## src/rtl/ssl_pkg.sv

```systemverilog
package ssl_pkg;
   // ----------------------------------------------------------------
   // register offsets (byte addresses)
   // ----------------------------------------------------------------
   localparam logic [7:0]  OFS_AGREE_RANGE  = 8'h00;
   localparam logic [7:0]  OFS_ZSPD_RANGE   = 8'h04;
   localparam logic [7:0]  OFS_FWD_TRQ      = 8'h08;
   localparam logic [7:0]  OFS_REV_TRQ      = 8'h0C;
   localparam logic [7:0]  OFS_MAXSPD_PS    = 8'h10;
   localparam logic [7:0]  OFS_MAXSPD_TQ    = 8'h14;
   localparam logic [7:0]  OFS_DEV_UNIT     = 8'h18;
   localparam logic [7:0]  OFS_ZDEV_RANGE   = 8'h1C;
   localparam logic [7:0]  OFS_TUNE_MODE    = 8'h20;
   localparam logic [7:0]  OFS_GAIN2        = 8'h24;
   localparam logic [7:0]  OFS_GAIN2_CONF   = 8'h28;
   localparam logic [7:0]  OFS_GAIN2_ADJ    = 8'h2C;
   localparam logic [7:0]  OFS_ET_STROKE    = 8'h30;
   localparam logic [7:0]  OFS_ET_SPEED     = 8'h34;
   localparam logic [7:0]  OFS_ET_DWELL     = 8'h38;
   localparam logic [7:0]  OFS_ET_DIR       = 8'h3C;
   localparam logic [7:0]  OFS_STATUS       = 8'h40;

   // ----------------------------------------------------------------
   // reset values and limits
   // ----------------------------------------------------------------
   localparam logic [31:0] RANGE_RST        = 32'h0000_0032;
   localparam logic [31:0] RANGE_MIN        = 32'h0000_000A;
   localparam logic [31:0] TRQ_RST          = 32'h0000_012C;
   localparam logic [31:0] TRQ_MAX          = 32'h0000_012C;
   localparam logic [31:0] MAXSPD_RST       = 32'h0004_93E0;
   localparam logic [31:0] ZDEV_RST         = 32'h0000_0064;
   localparam logic [31:0] ZDEV_MAX         = 32'h0003_0D40;
   localparam logic [31:0] TMODE_RST        = 32'h0000_000A;
   localparam logic [4:0]  TMODE_AUTO       = 5'h0A;
   localparam logic [4:0]  TMODE_SEMI       = 5'h0B;
   localparam logic [4:0]  TMODE_SHORT      = 5'h0F;
   localparam logic [31:0] GAIN2_RST        = 32'h0000_0004;
   localparam logic [31:0] GAIN2_MIN        = 32'h0000_0001;
   localparam logic [31:0] GAIN2_MAX        = 32'h0000_000C;
   localparam logic [31:0] STROKE_RST       = 32'h0000_00C8;
   localparam logic [31:0] STROKE_MIN       = 32'h0000_0001;
   localparam logic [31:0] STROKE_MAX       = 32'h0000_4E20;
   localparam logic [31:0] ETSPD_RST        = 32'h0000_C350;
   localparam logic [31:0] ETSPD_MIN        = 32'h0000_03E8;
   localparam logic [31:0] DWELL_RST        = 32'h0000_05DC;
   localparam logic [31:0] DWELL_MAX        = 32'h0000_1388;
   localparam logic [1:0]  DIR_ALT          = 2'h0;
   localparam logic [1:0]  DIR_FWD          = 2'h1;
   localparam logic [1:0]  DIR_REV          = 2'h2;
   // speeds are carried in 0.01 r/min, ranges in r/min
   localparam logic [31:0] SPEED_SCALE      = 32'h0000_0064;

   // ----------------------------------------------------------------
   // status register bit positions
   // ----------------------------------------------------------------
   localparam int          ST_AGREE         = 0;
   localparam int          ST_ZSPD          = 1;
   localparam int          ST_ZDEV          = 2;
   localparam int          ST_GAIN2_ON      = 3;
   localparam int          ST_FWD_RUN       = 4;
   localparam int          ST_REV_RUN       = 5;
   localparam int          ST_TSEL          = 6;

   typedef enum logic [1:0] {MODE_POS, MODE_SPD, MODE_TRQ} ssl_mode_t;
endpackage

```

## src/rtl/ssl_cfg_if.sv

```systemverilog
`timescale 1ns/1ps
interface ssl_cfg_if;
   import ssl_pkg::*;
   logic [31:0] agree_range;
   logic [31:0] zspd_range;
   logic [31:0] maxspd_ps;
   logic [31:0] maxspd_tq;
   logic        dev_unit_sel;
   logic [31:0] zdev_range;
   ssl_mode_t   ctrl_mode;
   logic        pulse_op;
   modport src (output agree_range, zspd_range, maxspd_ps, maxspd_tq, dev_unit_sel,
                output zdev_range, ctrl_mode, pulse_op);
   modport cmp (input agree_range, zspd_range, maxspd_ps, maxspd_tq, dev_unit_sel,
                input zdev_range, ctrl_mode, pulse_op);
endinterface

```

## src/rtl/ssl_cmp.sv

```systemverilog
`timescale 1ns/1ps
module ssl_cmp (
   input  wire logic               hclk,
   input  wire logic               hresetn,
   input  wire logic               ce,
   ssl_cfg_if.cmp                  cfg,
   input  wire logic signed [31:0] act_speed,
   input  wire logic signed [31:0] cmd_speed,
   input  wire logic               run_any,
   input  wire logic               override_active,
   input  wire logic signed [31:0] dev_unit,
   input  wire logic signed [31:0] dev_pulse,
   output logic                    agree_r,
   output logic                    zspd_r,
   output logic                    zdev_r,
   output logic signed [31:0]      dev_report_r,
   output logic [31:0]             spd_limit_r,
   output logic                    spd_limit_en_r
);
   import ssl_pkg::*;

   // ----------------------------------------------------------------
   // magnitudes and windows
   // ----------------------------------------------------------------
   logic signed [32:0] diff;
   logic [32:0]        diff_mag;
   logic [32:0]        act_mag;
   logic [32:0]        cmd_mag;
   logic [32:0]        dev_mag;
   logic signed [31:0] dev_sel;
   logic [31:0]        lim;
   logic               lim_hit;

   always_comb begin
      diff     = {act_speed[31], act_speed} - {cmd_speed[31], cmd_speed};
      diff_mag = diff[32] ? 33'(-diff) : 33'(diff);
      act_mag  = act_speed[31] ? 33'(-{1'b1, act_speed}) : {1'b0, act_speed};
      cmd_mag  = cmd_speed[31] ? 33'(-{1'b1, cmd_speed}) : {1'b0, cmd_speed};
      dev_sel  = cfg.dev_unit_sel ? dev_pulse : dev_unit;
      dev_mag  = dev_sel[31] ? 33'(-{1'b1, dev_sel}) : {1'b0, dev_sel};
      lim      = (cfg.ctrl_mode == MODE_TRQ) ? cfg.maxspd_tq : cfg.maxspd_ps;
      lim_hit  = !cfg.pulse_op && (cmd_mag > {1'b0, lim});
   end

   // ----------------------------------------------------------------
   // status outputs, re-evaluated every enabled cycle
   // ----------------------------------------------------------------
   always_ff @(posedge hclk or negedge hresetn) begin
      if (!hresetn) begin
         agree_r        <= 1'b0;
         zspd_r         <= 1'b0;
         zdev_r         <= 1'b0;
         dev_report_r   <= 32'sh0000_0000;
         spd_limit_r    <= MAXSPD_RST;
         spd_limit_en_r <= 1'b1;
      end else if (ce) begin
         agree_r        <= run_any
                           && !lim_hit && !override_active
                           && (diff_mag <= {1'b0, cfg.agree_range * SPEED_SCALE});
         zspd_r         <= act_mag <= {1'b0, cfg.zspd_range * SPEED_SCALE};
         zdev_r         <= dev_mag <= {1'b0, cfg.zdev_range};
         dev_report_r   <= dev_sel;
         spd_limit_r    <= lim;
         spd_limit_en_r <= !cfg.pulse_op;
      end
   end
endmodule

```

## src/rtl/ssl_top.sv

```systemverilog
`timescale 1ns/1ps
module ssl_top (
   input  wire logic               hclk,
   input  wire logic               hresetn,
   input  wire logic               ce,
   input  wire logic               hsel,
   input  wire logic [31:0]        haddr,
   input  wire logic [1:0]         htrans,
   input  wire logic               hwrite,
   input  wire logic [2:0]         hsize,
   input  wire logic [31:0]        hwdata,
   input  wire logic               hready,
   output logic                    hreadyout,
   output logic                    hresp,
   output logic [31:0]             hrdata,
   input  wire logic signed [31:0] act_speed,
   input  wire logic signed [31:0] cmd_speed,
   input  wire logic               forward_run_cmd,
   input  wire logic               reverse_run_cmd,
   input  wire logic [1:0]         torque_lim_sel,
   input  wire logic [8:0]         torque_lim_alt,
   input  wire ssl_pkg::ssl_mode_t ctrl_mode,
   input  wire logic               pulse_train_op,
   input  wire logic               override_active,
   input  wire logic signed [31:0] dev_unit,
   input  wire logic signed [31:0] dev_pulse,
   output logic                    speed_agree_out,
   output logic                    zero_speed_out,
   output logic                    zero_dev_out,
   output logic signed [31:0]      deviation_out,
   output logic signed [31:0]      analog_dev1_out,
   output logic signed [31:0]      analog_dev2_out,
   output logic [8:0]              fwd_torque_lim_out,
   output logic [8:0]              rev_torque_lim_out,
   output logic [31:0]             speed_limit_out,
   output logic                    speed_limit_en_out,
   output logic [3:0]              gain2_out,
   output logic                    gain2_active_out,
   output logic [15:0]             et_stroke_out,
   output logic [31:0]             et_speed_out,
   output logic [12:0]             et_dwell_out,
   output logic                    et_fwd_en_out,
   output logic                    et_rev_en_out,
   output logic                    et_alternate_out
);
   import ssl_pkg::*;

   // ----------------------------------------------------------------
   // configuration registers
   // ----------------------------------------------------------------
   logic [31:0] agree_range_r;
   logic [31:0] zspd_range_r;
   logic [8:0]  fwd_trq_r;
   logic [8:0]  rev_trq_r;
   logic [31:0] maxspd_ps_r;
   logic [31:0] maxspd_tq_r;
   logic        dev_unit_sel_r;
   logic [31:0] zdev_range_r;
   logic [4:0]  tune_mode_r;
   logic [3:0]  gain2_pend_r;
   logic [3:0]  gain2_act_r;
   logic [15:0] et_stroke_r;
   logic [31:0] et_speed_r;
   logic [12:0] et_dwell_r;
   logic [1:0]  et_dir_r;

   // ----------------------------------------------------------------
   // pin synchronisers
   // ----------------------------------------------------------------
   logic [3:0]  pin_meta_r;
   logic [3:0]  pin_sync_r;
   logic        run_fwd;
   logic        run_rev;
   logic        tsel_any;

   always_ff @(posedge hclk or negedge hresetn) begin
      if (!hresetn) begin
         pin_meta_r <= 4'h0;
         pin_sync_r <= 4'h0;
      end else if (ce) begin
         pin_meta_r <= {torque_lim_sel, reverse_run_cmd, forward_run_cmd};
         pin_sync_r <= pin_meta_r;
      end
   end

   assign run_fwd  = pin_sync_r[0];
   assign run_rev  = pin_sync_r[1];
   assign tsel_any = |pin_sync_r[3:2];

   // ----------------------------------------------------------------
   // ahb-lite slave
   // ----------------------------------------------------------------
   logic        wr_pend_r;
   logic [7:0]  wr_ofs_r;
   logic [31:0] hrdata_r;
   logic        addr_ok;
   logic        acc_valid;
   logic        we;
   logic [31:0] status;

   function automatic logic [31:0] clampu(input logic [31:0] v,
                                          input logic [31:0] lo,
                                          input logic [31:0] hi);
      logic [31:0] r;
      r = v;
      if (v < lo) begin
         r = lo;
      end else if (v > hi) begin
         r = hi;
      end
      return r;
   endfunction

   assign addr_ok   = (haddr[31:8] == 24'h00_0000) && (haddr[1:0] == 2'h0);
   assign acc_valid = hsel && htrans[1] && hready && ce;
   assign we        = wr_pend_r && ce;
   assign hreadyout = ce;
   assign hresp     = 1'b0;
   assign hrdata    = hrdata_r;

   always_ff @(posedge hclk or negedge hresetn) begin
      if (!hresetn) begin
         wr_pend_r <= 1'b0;
         wr_ofs_r  <= 8'h00;
      end else if (ce) begin
         wr_pend_r <= acc_valid && hwrite && addr_ok;
         wr_ofs_r  <= haddr[7:0];
      end
   end

   always_comb begin
      status              = 32'h0000_0000;
      status[ST_AGREE]    = speed_agree_out;
      status[ST_ZSPD]     = zero_speed_out;
      status[ST_ZDEV]     = zero_dev_out;
      status[ST_GAIN2_ON] = gain2_active_out;
      status[ST_FWD_RUN]  = run_fwd;
      status[ST_REV_RUN]  = run_rev;
      status[ST_TSEL]     = tsel_any;
   end

   always_ff @(posedge hclk or negedge hresetn) begin
      if (!hresetn) begin
         hrdata_r <= 32'h0000_0000;
      end else if (ce) begin
         hrdata_r <= 32'h0000_0000;
         if (acc_valid && !hwrite && addr_ok) begin
            case (haddr[7:0])
               OFS_AGREE_RANGE: hrdata_r <= agree_range_r;
               OFS_ZSPD_RANGE:  hrdata_r <= zspd_range_r;
               OFS_FWD_TRQ:     hrdata_r <= {23'h00_0000, fwd_trq_r};
               OFS_REV_TRQ:     hrdata_r <= {23'h00_0000, rev_trq_r};
               OFS_MAXSPD_PS:   hrdata_r <= maxspd_ps_r;
               OFS_MAXSPD_TQ:   hrdata_r <= maxspd_tq_r;
               OFS_DEV_UNIT:    hrdata_r <= {31'h0000_0000, dev_unit_sel_r};
               OFS_ZDEV_RANGE:  hrdata_r <= zdev_range_r;
               OFS_TUNE_MODE:   hrdata_r <= {27'h000_0000, tune_mode_r};
               OFS_GAIN2:       hrdata_r <= {28'h000_0000, gain2_pend_r};
               OFS_GAIN2_CONF:  hrdata_r <= {28'h000_0000, gain2_act_r};
               OFS_GAIN2_ADJ:   hrdata_r <= {28'h000_0000, gain2_act_r};
               OFS_ET_STROKE:   hrdata_r <= {16'h0000, et_stroke_r};
               OFS_ET_SPEED:    hrdata_r <= et_speed_r;
               OFS_ET_DWELL:    hrdata_r <= {19'h0_0000, et_dwell_r};
               OFS_ET_DIR:      hrdata_r <= {30'h0000_0000, et_dir_r};
               OFS_STATUS:      hrdata_r <= status;
               default:         hrdata_r <= 32'h0000_0000;
            endcase
         end
      end
   end

   // ----------------------------------------------------------------
   // status comparison settings
   // ----------------------------------------------------------------
   always_ff @(posedge hclk or negedge hresetn) begin
      if (!hresetn) begin
         agree_range_r  <= RANGE_RST;
         zspd_range_r   <= RANGE_RST;
         dev_unit_sel_r <= 1'b0;
         zdev_range_r   <= ZDEV_RST;
      end else if (we) begin
         if (wr_ofs_r == OFS_AGREE_RANGE) begin
            agree_range_r <= clampu(hwdata, RANGE_MIN, maxspd_ps_r);
         end
         if (wr_ofs_r == OFS_ZSPD_RANGE) begin
            zspd_range_r <= clampu(hwdata, RANGE_MIN, maxspd_ps_r);
         end
         if (wr_ofs_r == OFS_DEV_UNIT) begin
            dev_unit_sel_r <= hwdata[0];
         end
         if (wr_ofs_r == OFS_ZDEV_RANGE) begin
            zdev_range_r <= clampu(hwdata, 32'h0000_0000, ZDEV_MAX);
         end
      end
   end

   // ----------------------------------------------------------------
   // torque and speed limits
   // ----------------------------------------------------------------
   always_ff @(posedge hclk or negedge hresetn) begin
      if (!hresetn) begin
         fwd_trq_r   <= TRQ_RST[8:0];
         rev_trq_r   <= TRQ_RST[8:0];
         maxspd_ps_r <= MAXSPD_RST;
         maxspd_tq_r <= MAXSPD_RST;
      end else if (we) begin
         if (wr_ofs_r == OFS_FWD_TRQ) begin
            fwd_trq_r <= 9'(clampu(hwdata, 32'h0000_0000, TRQ_MAX));
         end
         if (wr_ofs_r == OFS_REV_TRQ) begin
            rev_trq_r <= 9'(clampu(hwdata, 32'h0000_0000, TRQ_MAX));
         end
         if (wr_ofs_r == OFS_MAXSPD_PS) begin
            maxspd_ps_r <= hwdata;
         end
         if (wr_ofs_r == OFS_MAXSPD_TQ) begin
            maxspd_tq_r <= hwdata;
         end
      end
   end

   always_ff @(posedge hclk or negedge hresetn) begin
      if (!hresetn) begin
         fwd_torque_lim_out <= TRQ_RST[8:0];
         rev_torque_lim_out <= TRQ_RST[8:0];
      end else if (ce) begin
         fwd_torque_lim_out <= tsel_any ? torque_lim_alt : fwd_trq_r;
         rev_torque_lim_out <= tsel_any ? torque_lim_alt : rev_trq_r;
      end
   end

   // ----------------------------------------------------------------
   // tuning gain: staged edit versus immediate adjust
   // ----------------------------------------------------------------
   always_ff @(posedge hclk or negedge hresetn) begin
      if (!hresetn) begin
         tune_mode_r  <= TMODE_RST[4:0];
         gain2_pend_r <= GAIN2_RST[3:0];
         gain2_act_r  <= GAIN2_RST[3:0];
      end else if (we) begin
         if (wr_ofs_r == OFS_TUNE_MODE) begin
            tune_mode_r <= hwdata[4:0];
         end
         if (wr_ofs_r == OFS_GAIN2) begin
            gain2_pend_r <= 4'(clampu(hwdata, GAIN2_MIN, GAIN2_MAX));
         end
         if (wr_ofs_r == OFS_GAIN2_CONF) begin
            gain2_act_r <= gain2_pend_r;
         end else if (wr_ofs_r == OFS_GAIN2_ADJ) begin
            gain2_act_r <= 4'(clampu(hwdata, GAIN2_MIN, GAIN2_MAX));
         end
      end
   end

   always_ff @(posedge hclk or negedge hresetn) begin
      if (!hresetn) begin
         gain2_active_out <= 1'b0;
         gain2_out        <= 4'h0;
      end else if (ce) begin
         gain2_active_out <= (ctrl_mode == MODE_POS)
                             && (tune_mode_r == TMODE_AUTO || tune_mode_r == TMODE_SEMI
                                 || tune_mode_r == TMODE_SHORT);
         gain2_out        <= gain2_act_r;
      end
   end

   // ----------------------------------------------------------------
   // easy tuning settings
   // ----------------------------------------------------------------
   always_ff @(posedge hclk or negedge hresetn) begin
      if (!hresetn) begin
         et_stroke_r <= STROKE_RST[15:0];
         et_speed_r  <= ETSPD_RST;
         et_dwell_r  <= DWELL_RST[12:0];
         et_dir_r    <= DIR_ALT;
      end else if (we) begin
         if (wr_ofs_r == OFS_ET_STROKE) begin
            et_stroke_r <= 16'(clampu(hwdata, STROKE_MIN, STROKE_MAX));
         end
         if (wr_ofs_r == OFS_ET_SPEED) begin
            et_speed_r <= clampu(hwdata, ETSPD_MIN, maxspd_ps_r);
         end
         if (wr_ofs_r == OFS_ET_DWELL) begin
            et_dwell_r <= 13'(clampu(hwdata, 32'h0000_0000, DWELL_MAX));
         end
         if (wr_ofs_r == OFS_ET_DIR && hwdata[1:0] <= DIR_REV) begin
            et_dir_r <= hwdata[1:0];
         end
      end
   end

   assign et_stroke_out    = et_stroke_r;
   assign et_speed_out     = et_speed_r;
   assign et_dwell_out     = et_dwell_r;
   assign et_alternate_out = (et_dir_r == DIR_ALT);
   assign et_fwd_en_out    = (et_dir_r != DIR_REV);
   assign et_rev_en_out    = (et_dir_r != DIR_FWD);

   // ----------------------------------------------------------------
   // comparison engine
   // ----------------------------------------------------------------
   ssl_cfg_if cfg_if ();

   assign cfg_if.agree_range  = agree_range_r;
   assign cfg_if.zspd_range   = zspd_range_r;
   assign cfg_if.maxspd_ps    = maxspd_ps_r;
   assign cfg_if.maxspd_tq    = maxspd_tq_r;
   assign cfg_if.dev_unit_sel = dev_unit_sel_r;
   assign cfg_if.zdev_range   = zdev_range_r;
   assign cfg_if.ctrl_mode    = ctrl_mode;
   assign cfg_if.pulse_op     = pulse_train_op;

   logic signed [31:0] dev_report;

   ssl_cmp u_cmp (
      .hclk            (hclk),
      .hresetn         (hresetn),
      .ce              (ce),
      .cfg             (cfg_if.cmp),
      .act_speed       (act_speed),
      .cmd_speed       (cmd_speed),
      .run_any         (run_fwd || run_rev),
      .override_active (override_active),
      .dev_unit        (dev_unit),
      .dev_pulse       (dev_pulse),
      .agree_r         (speed_agree_out),
      .zspd_r          (zero_speed_out),
      .zdev_r          (zero_dev_out),
      .dev_report_r    (dev_report),
      .spd_limit_r     (speed_limit_out),
      .spd_limit_en_r  (speed_limit_en_out)
   );

   // every deviation monitor shows the same selected unit
   assign deviation_out   = dev_report;
   assign analog_dev1_out = dev_report;
   assign analog_dev2_out = dev_report;
endmodule

```

## config.mk

```make
export PLATFORM = sky130hd
export DESIGN_NAME = ssl_top
export DESIGN_NICKNAME = d
export VERILOG_FILES = /design/src/rtl/ssl_pkg.sv /design/src/rtl/ssl_cfg_if.sv /design/src/rtl/ssl_cmp.sv /design/src/rtl/ssl_top.sv
export SDC_FILE = /design/constraint.sdc
export NUM_CORES = 2
export LEC_CHECK = 0
export BUFFER_PORTS_ARGS = -buffer_cell sky130_fd_sc_hd__buf_2
export CORE_UTILIZATION = 55
export DETAILED_ROUTE_END_ITERATION = 8
export PLACE_DENSITY = 0.88
export SLEW_MARGIN = 40
export SYNTH_ARGS = -nofsm -noshare
export SYNTH_HDL_FRONTEND = slang
export SYNTH_SLANG_ARGS = --single-unit
```

## constraint.sdc

```tcl
create_clock -name hclk -period 8.6 [get_ports hclk]
set_input_delay 0.43 -clock hclk [delete_from_list [all_inputs] [get_ports hclk]]
set_output_delay 0.43 -clock hclk [all_outputs]
set_load 0.02 [all_outputs]
```

==> reports/summary.txt <==
Status -> completed
Core area -> 0.0566 mm²
Syn Nets -> 4274
Placed Area -> 0.0344 mm²
Final HPWL DP -> 85200 µm
Postcts setup bufs -> 0
Largest family of logic cells by synthesized area -> compound AO/OA/AOI/OAI gates
Pint -> 3.48 mW
Cell area after layout -> 0.0360 mm²
Compound-cell area share of the yosys netlist -> 0.201
Starting DRT DRC Count -> 3281
Vias in the first global route -> 29300
Setup-violating endpoint count in the final report -> 0
Post-route ant nets -> 0
CTS Buffer Depth -> 3
Initial Utilization -> 0.560
Buffers on Ports -> 467
CP Data Arrival Time -> 6400 ps
CTS buffer count -> 44
TritonCTS clock tree -> built
Gr ovfl total -> 0
Layout cells sized above 1 -> 0.187
Syn_area_per_cell -> 8.66 µm²
WS Path Type -> register to register
Die ar. -> 0.0586 mm²
Cell taking the most area after synthesis -> dfrtp_1
Flop pwr share -> 0.388
Synthesis Warnings -> 0
Share of the synthesized area in the top cell type -> 0.257
Final period util -> 0.682
Unrepaired setup endpoints after global routing -> no
CTS root buf -> clkbuf_16
Routed WL -> 110000 µm
Seq. cell area -> 0.00997 mm²
DR vias/cell -> 6.35
Peak VDD IR -> 146 µV
Peak fanout along the critical path -> 5
# hold bufs at CTS -> 2
Final Hold Vio Count -> 0
Commonest cells in the netlist -> 364 x inv_1, 345 x ha_1, 325 x dfrtp_1
Num rows -> 87
Synthesized netlist cell count -> 3660
Post-route setup TNS -> 0 ps
Leakage -> 17.9 nW
Main synth FF type -> dfrtp_1
Max-slew headroom -> 0.398
Comb pwr share -> 0.210
Final nets -> 4608
Vert. Die Dim -> 242 µm
Sequential fraction of the synthesis area -> 0.315
Clk slew on worst S/H paths -> 70 ps
Number of synthesized flops with an enable pin -> 0
Worst slew pin tran -> 895 ps
Final Max Tran Viols -> 0
FF+latch count, synth -> 395
Final min period -> 5860 ps
Mux share of post-synthesis cell area -> 0.0417
Die width -> 242 µm
CP Capture Type -> register
DRT Pass-1 Iters -> 8
Multi-input logic area -> 0.0194 mm²
Avg WL per Cell -> 23.0 µm
Clock sink count -> 395
FMAX -> 171 MHz
Switch share -> 0.312
CTS H-tree depth -> 2
Latest clock arrival within the worst-skew pair -> 610 ps
Residual DRC count -> 0
First-pass GRT wire length -> 167000 µm
Synthesis-to-finish area growth -> 13.6%
Simple-gate area share of the yosys netlist -> 0.145
Clk_skew -> 34.2 ps
Asr flop ratio synth -> 1.00
Inst Count DP -> 4701
All-Layer GR Usage -> 0.366
Critical path launch point type -> register
PD cells -> 140 mW/mm²
Synth Area in XOR/XNOR -> 0.0523
Top area cells in the synthesized netlist -> dfrtp_1 26%, ha_1 14%, dfstp_2 5.8%
Synth unique cells -> 92
Max cap viols -> 0
Clock Power Share -> 0.401
DR vias -> 30400
Switching pwr -> 1.58 mW
Adder-Cell Fraction of Synth Area -> 0.167
Final GP Congestion -> 1.01
Critical Path RT -> 9140 ps
Largest net degree at the start of global routing -> 166
Non-Filler Instances -> 4790
Fillers -> 4610
Util after Layout -> 0.636
Count leader, synth -> inv_1
I/O pin cnt -> 473
Post-Syn Area -> 0.0317 mm²
Worst Hold Class -> input port to register
Quantity of gates resized following cts -> 0
Initial antenna violation count -> 9
[through the flow]
stage / hold WS (ps) / total power, mW / setup WS [ps]
6_report: 65.6 / 5.06 / 2740
5_1_grt: 64.5 / 5.23 / 2370
4_1_cts: 62.9 / 5.03 / 2780
3_5_place_dp: 464 / 3.03 / 2640
3_3_place_gp: 456 / 3.00 / 2700
2_1_floorplan: 134 / 2.69 / 2820
[metal layers]
layer	part of all wire	track usage	vias up	wire length, µm
met3	0.11	0.0905	469	12300
met1	0.37	0.448	14500	40600
met5	0	0	-	0
li1	-	-	13500	-
met4	0.075	0.226	0	8300
met2	0.44	0.581	1918	49100
[final timing paths]
kind	slack, ps	to	depth (start not counted)	start
min in group asynchronous	440	u_cmp.dev_report_r[26]	2	hresetn
max in group asynchronous	6810	fwd_trq_r[5]	4	hresetn
max	2740	u_cmp.zspd_r	19	cfg_if.zspd_range[6]
min reg2reg	470	hrdata[2]	1	hrdata[2]
min	70	wr_pend_r	3	hwrite
max reg2reg	2740	u_cmp.zspd_r	19	cfg_if.zspd_range[6]
[placed cells by master, fill, tap and decap left out, drive strengths merged, types with 70 or more instances in the layout]
master,Yosys,final
dfstp,70,70
dfrtp,325,325
buf,84,502
inv,364,370
nor2,283,283
ha,345,345
nand2,320,320
a21oi,273,273
a22oi,71,71
o21ai,265,265
a21o,93,93
xnor2,135,135
[registers in the layout (all words and copies together), names as in the netlist, 13 cells and up]
| register | count |
|---|---|
| agree_range_r | 32 |
| cfg_if.maxspd_ps | 32 |
| cfg_if.maxspd_tq | 32 |
| cfg_if.zdev_range | 32 |
| cfg_if.zspd_range | 32 |
| et_dwell_out | 13 |
| et_speed_out | 32 |
| et_stroke_out | 16 |
| hrdata | 32 |
| u_cmp.dev_report_r | 32 |
| u_cmp.spd_limit_r | 32 |
[power by group through the flow]
stage	registers (mW)	logic, mW	clock network, mW
after detailed placement	1.99	1.03	0
after floorplan	2.03	0.661	0
after global placement	1.99	1.01	0
after CTS	1.96	1.04	2.03
after global routing	1.97	1.16	2.10
final	1.96	1.06	2.03
[area by class of cell]
| class | instances | area share |
|---|---|---|
| inverters | 365 | 0.0381 |
| repair buffers | 504 | 0.0768 |
| diodes | 5 | 0.000348 |
| clock buffers | 59 | 0.0341 |
| clock inverters | 22 | 0.00876 |
| well taps | 756 | 0.0263 |
| flip-flops and latches | 395 | 0.277 |
| multi-input cells | 2684 | 0.539 |
[critical path, stage by stage (launching register included)]
cell and delay (ps):
dfrtp_1 480, ha_1 340, ha_1 280, inv_1 60
fa_1 500, inv_1 40, ha_1 360, a21o_1 230
o41ai_1 660, o21ai_0 430, a211oi_1 540, o21ai_0 170
a21oi_1 240, a21oi_1 110, xnor2_1 140, ha_1 300
a21oi_1 220, o2111ai_1 300, a31oi_1 230, o22a_1 160
[logic make-up (layout without fill, tap and decap cells)]
logic type               Yosys count  after routing
AO/OA/AOI/OAI                    995            995
flip-flops                       395            395
buffers and inverters            581            950
other                              1              6
AND/OR/NAND/NOR                  980            980
XOR/XNOR                         189            189
adder cells (fa/ha/maj)          394            394
multiplexers                     125            125
(Power assumes the default switching activity.)
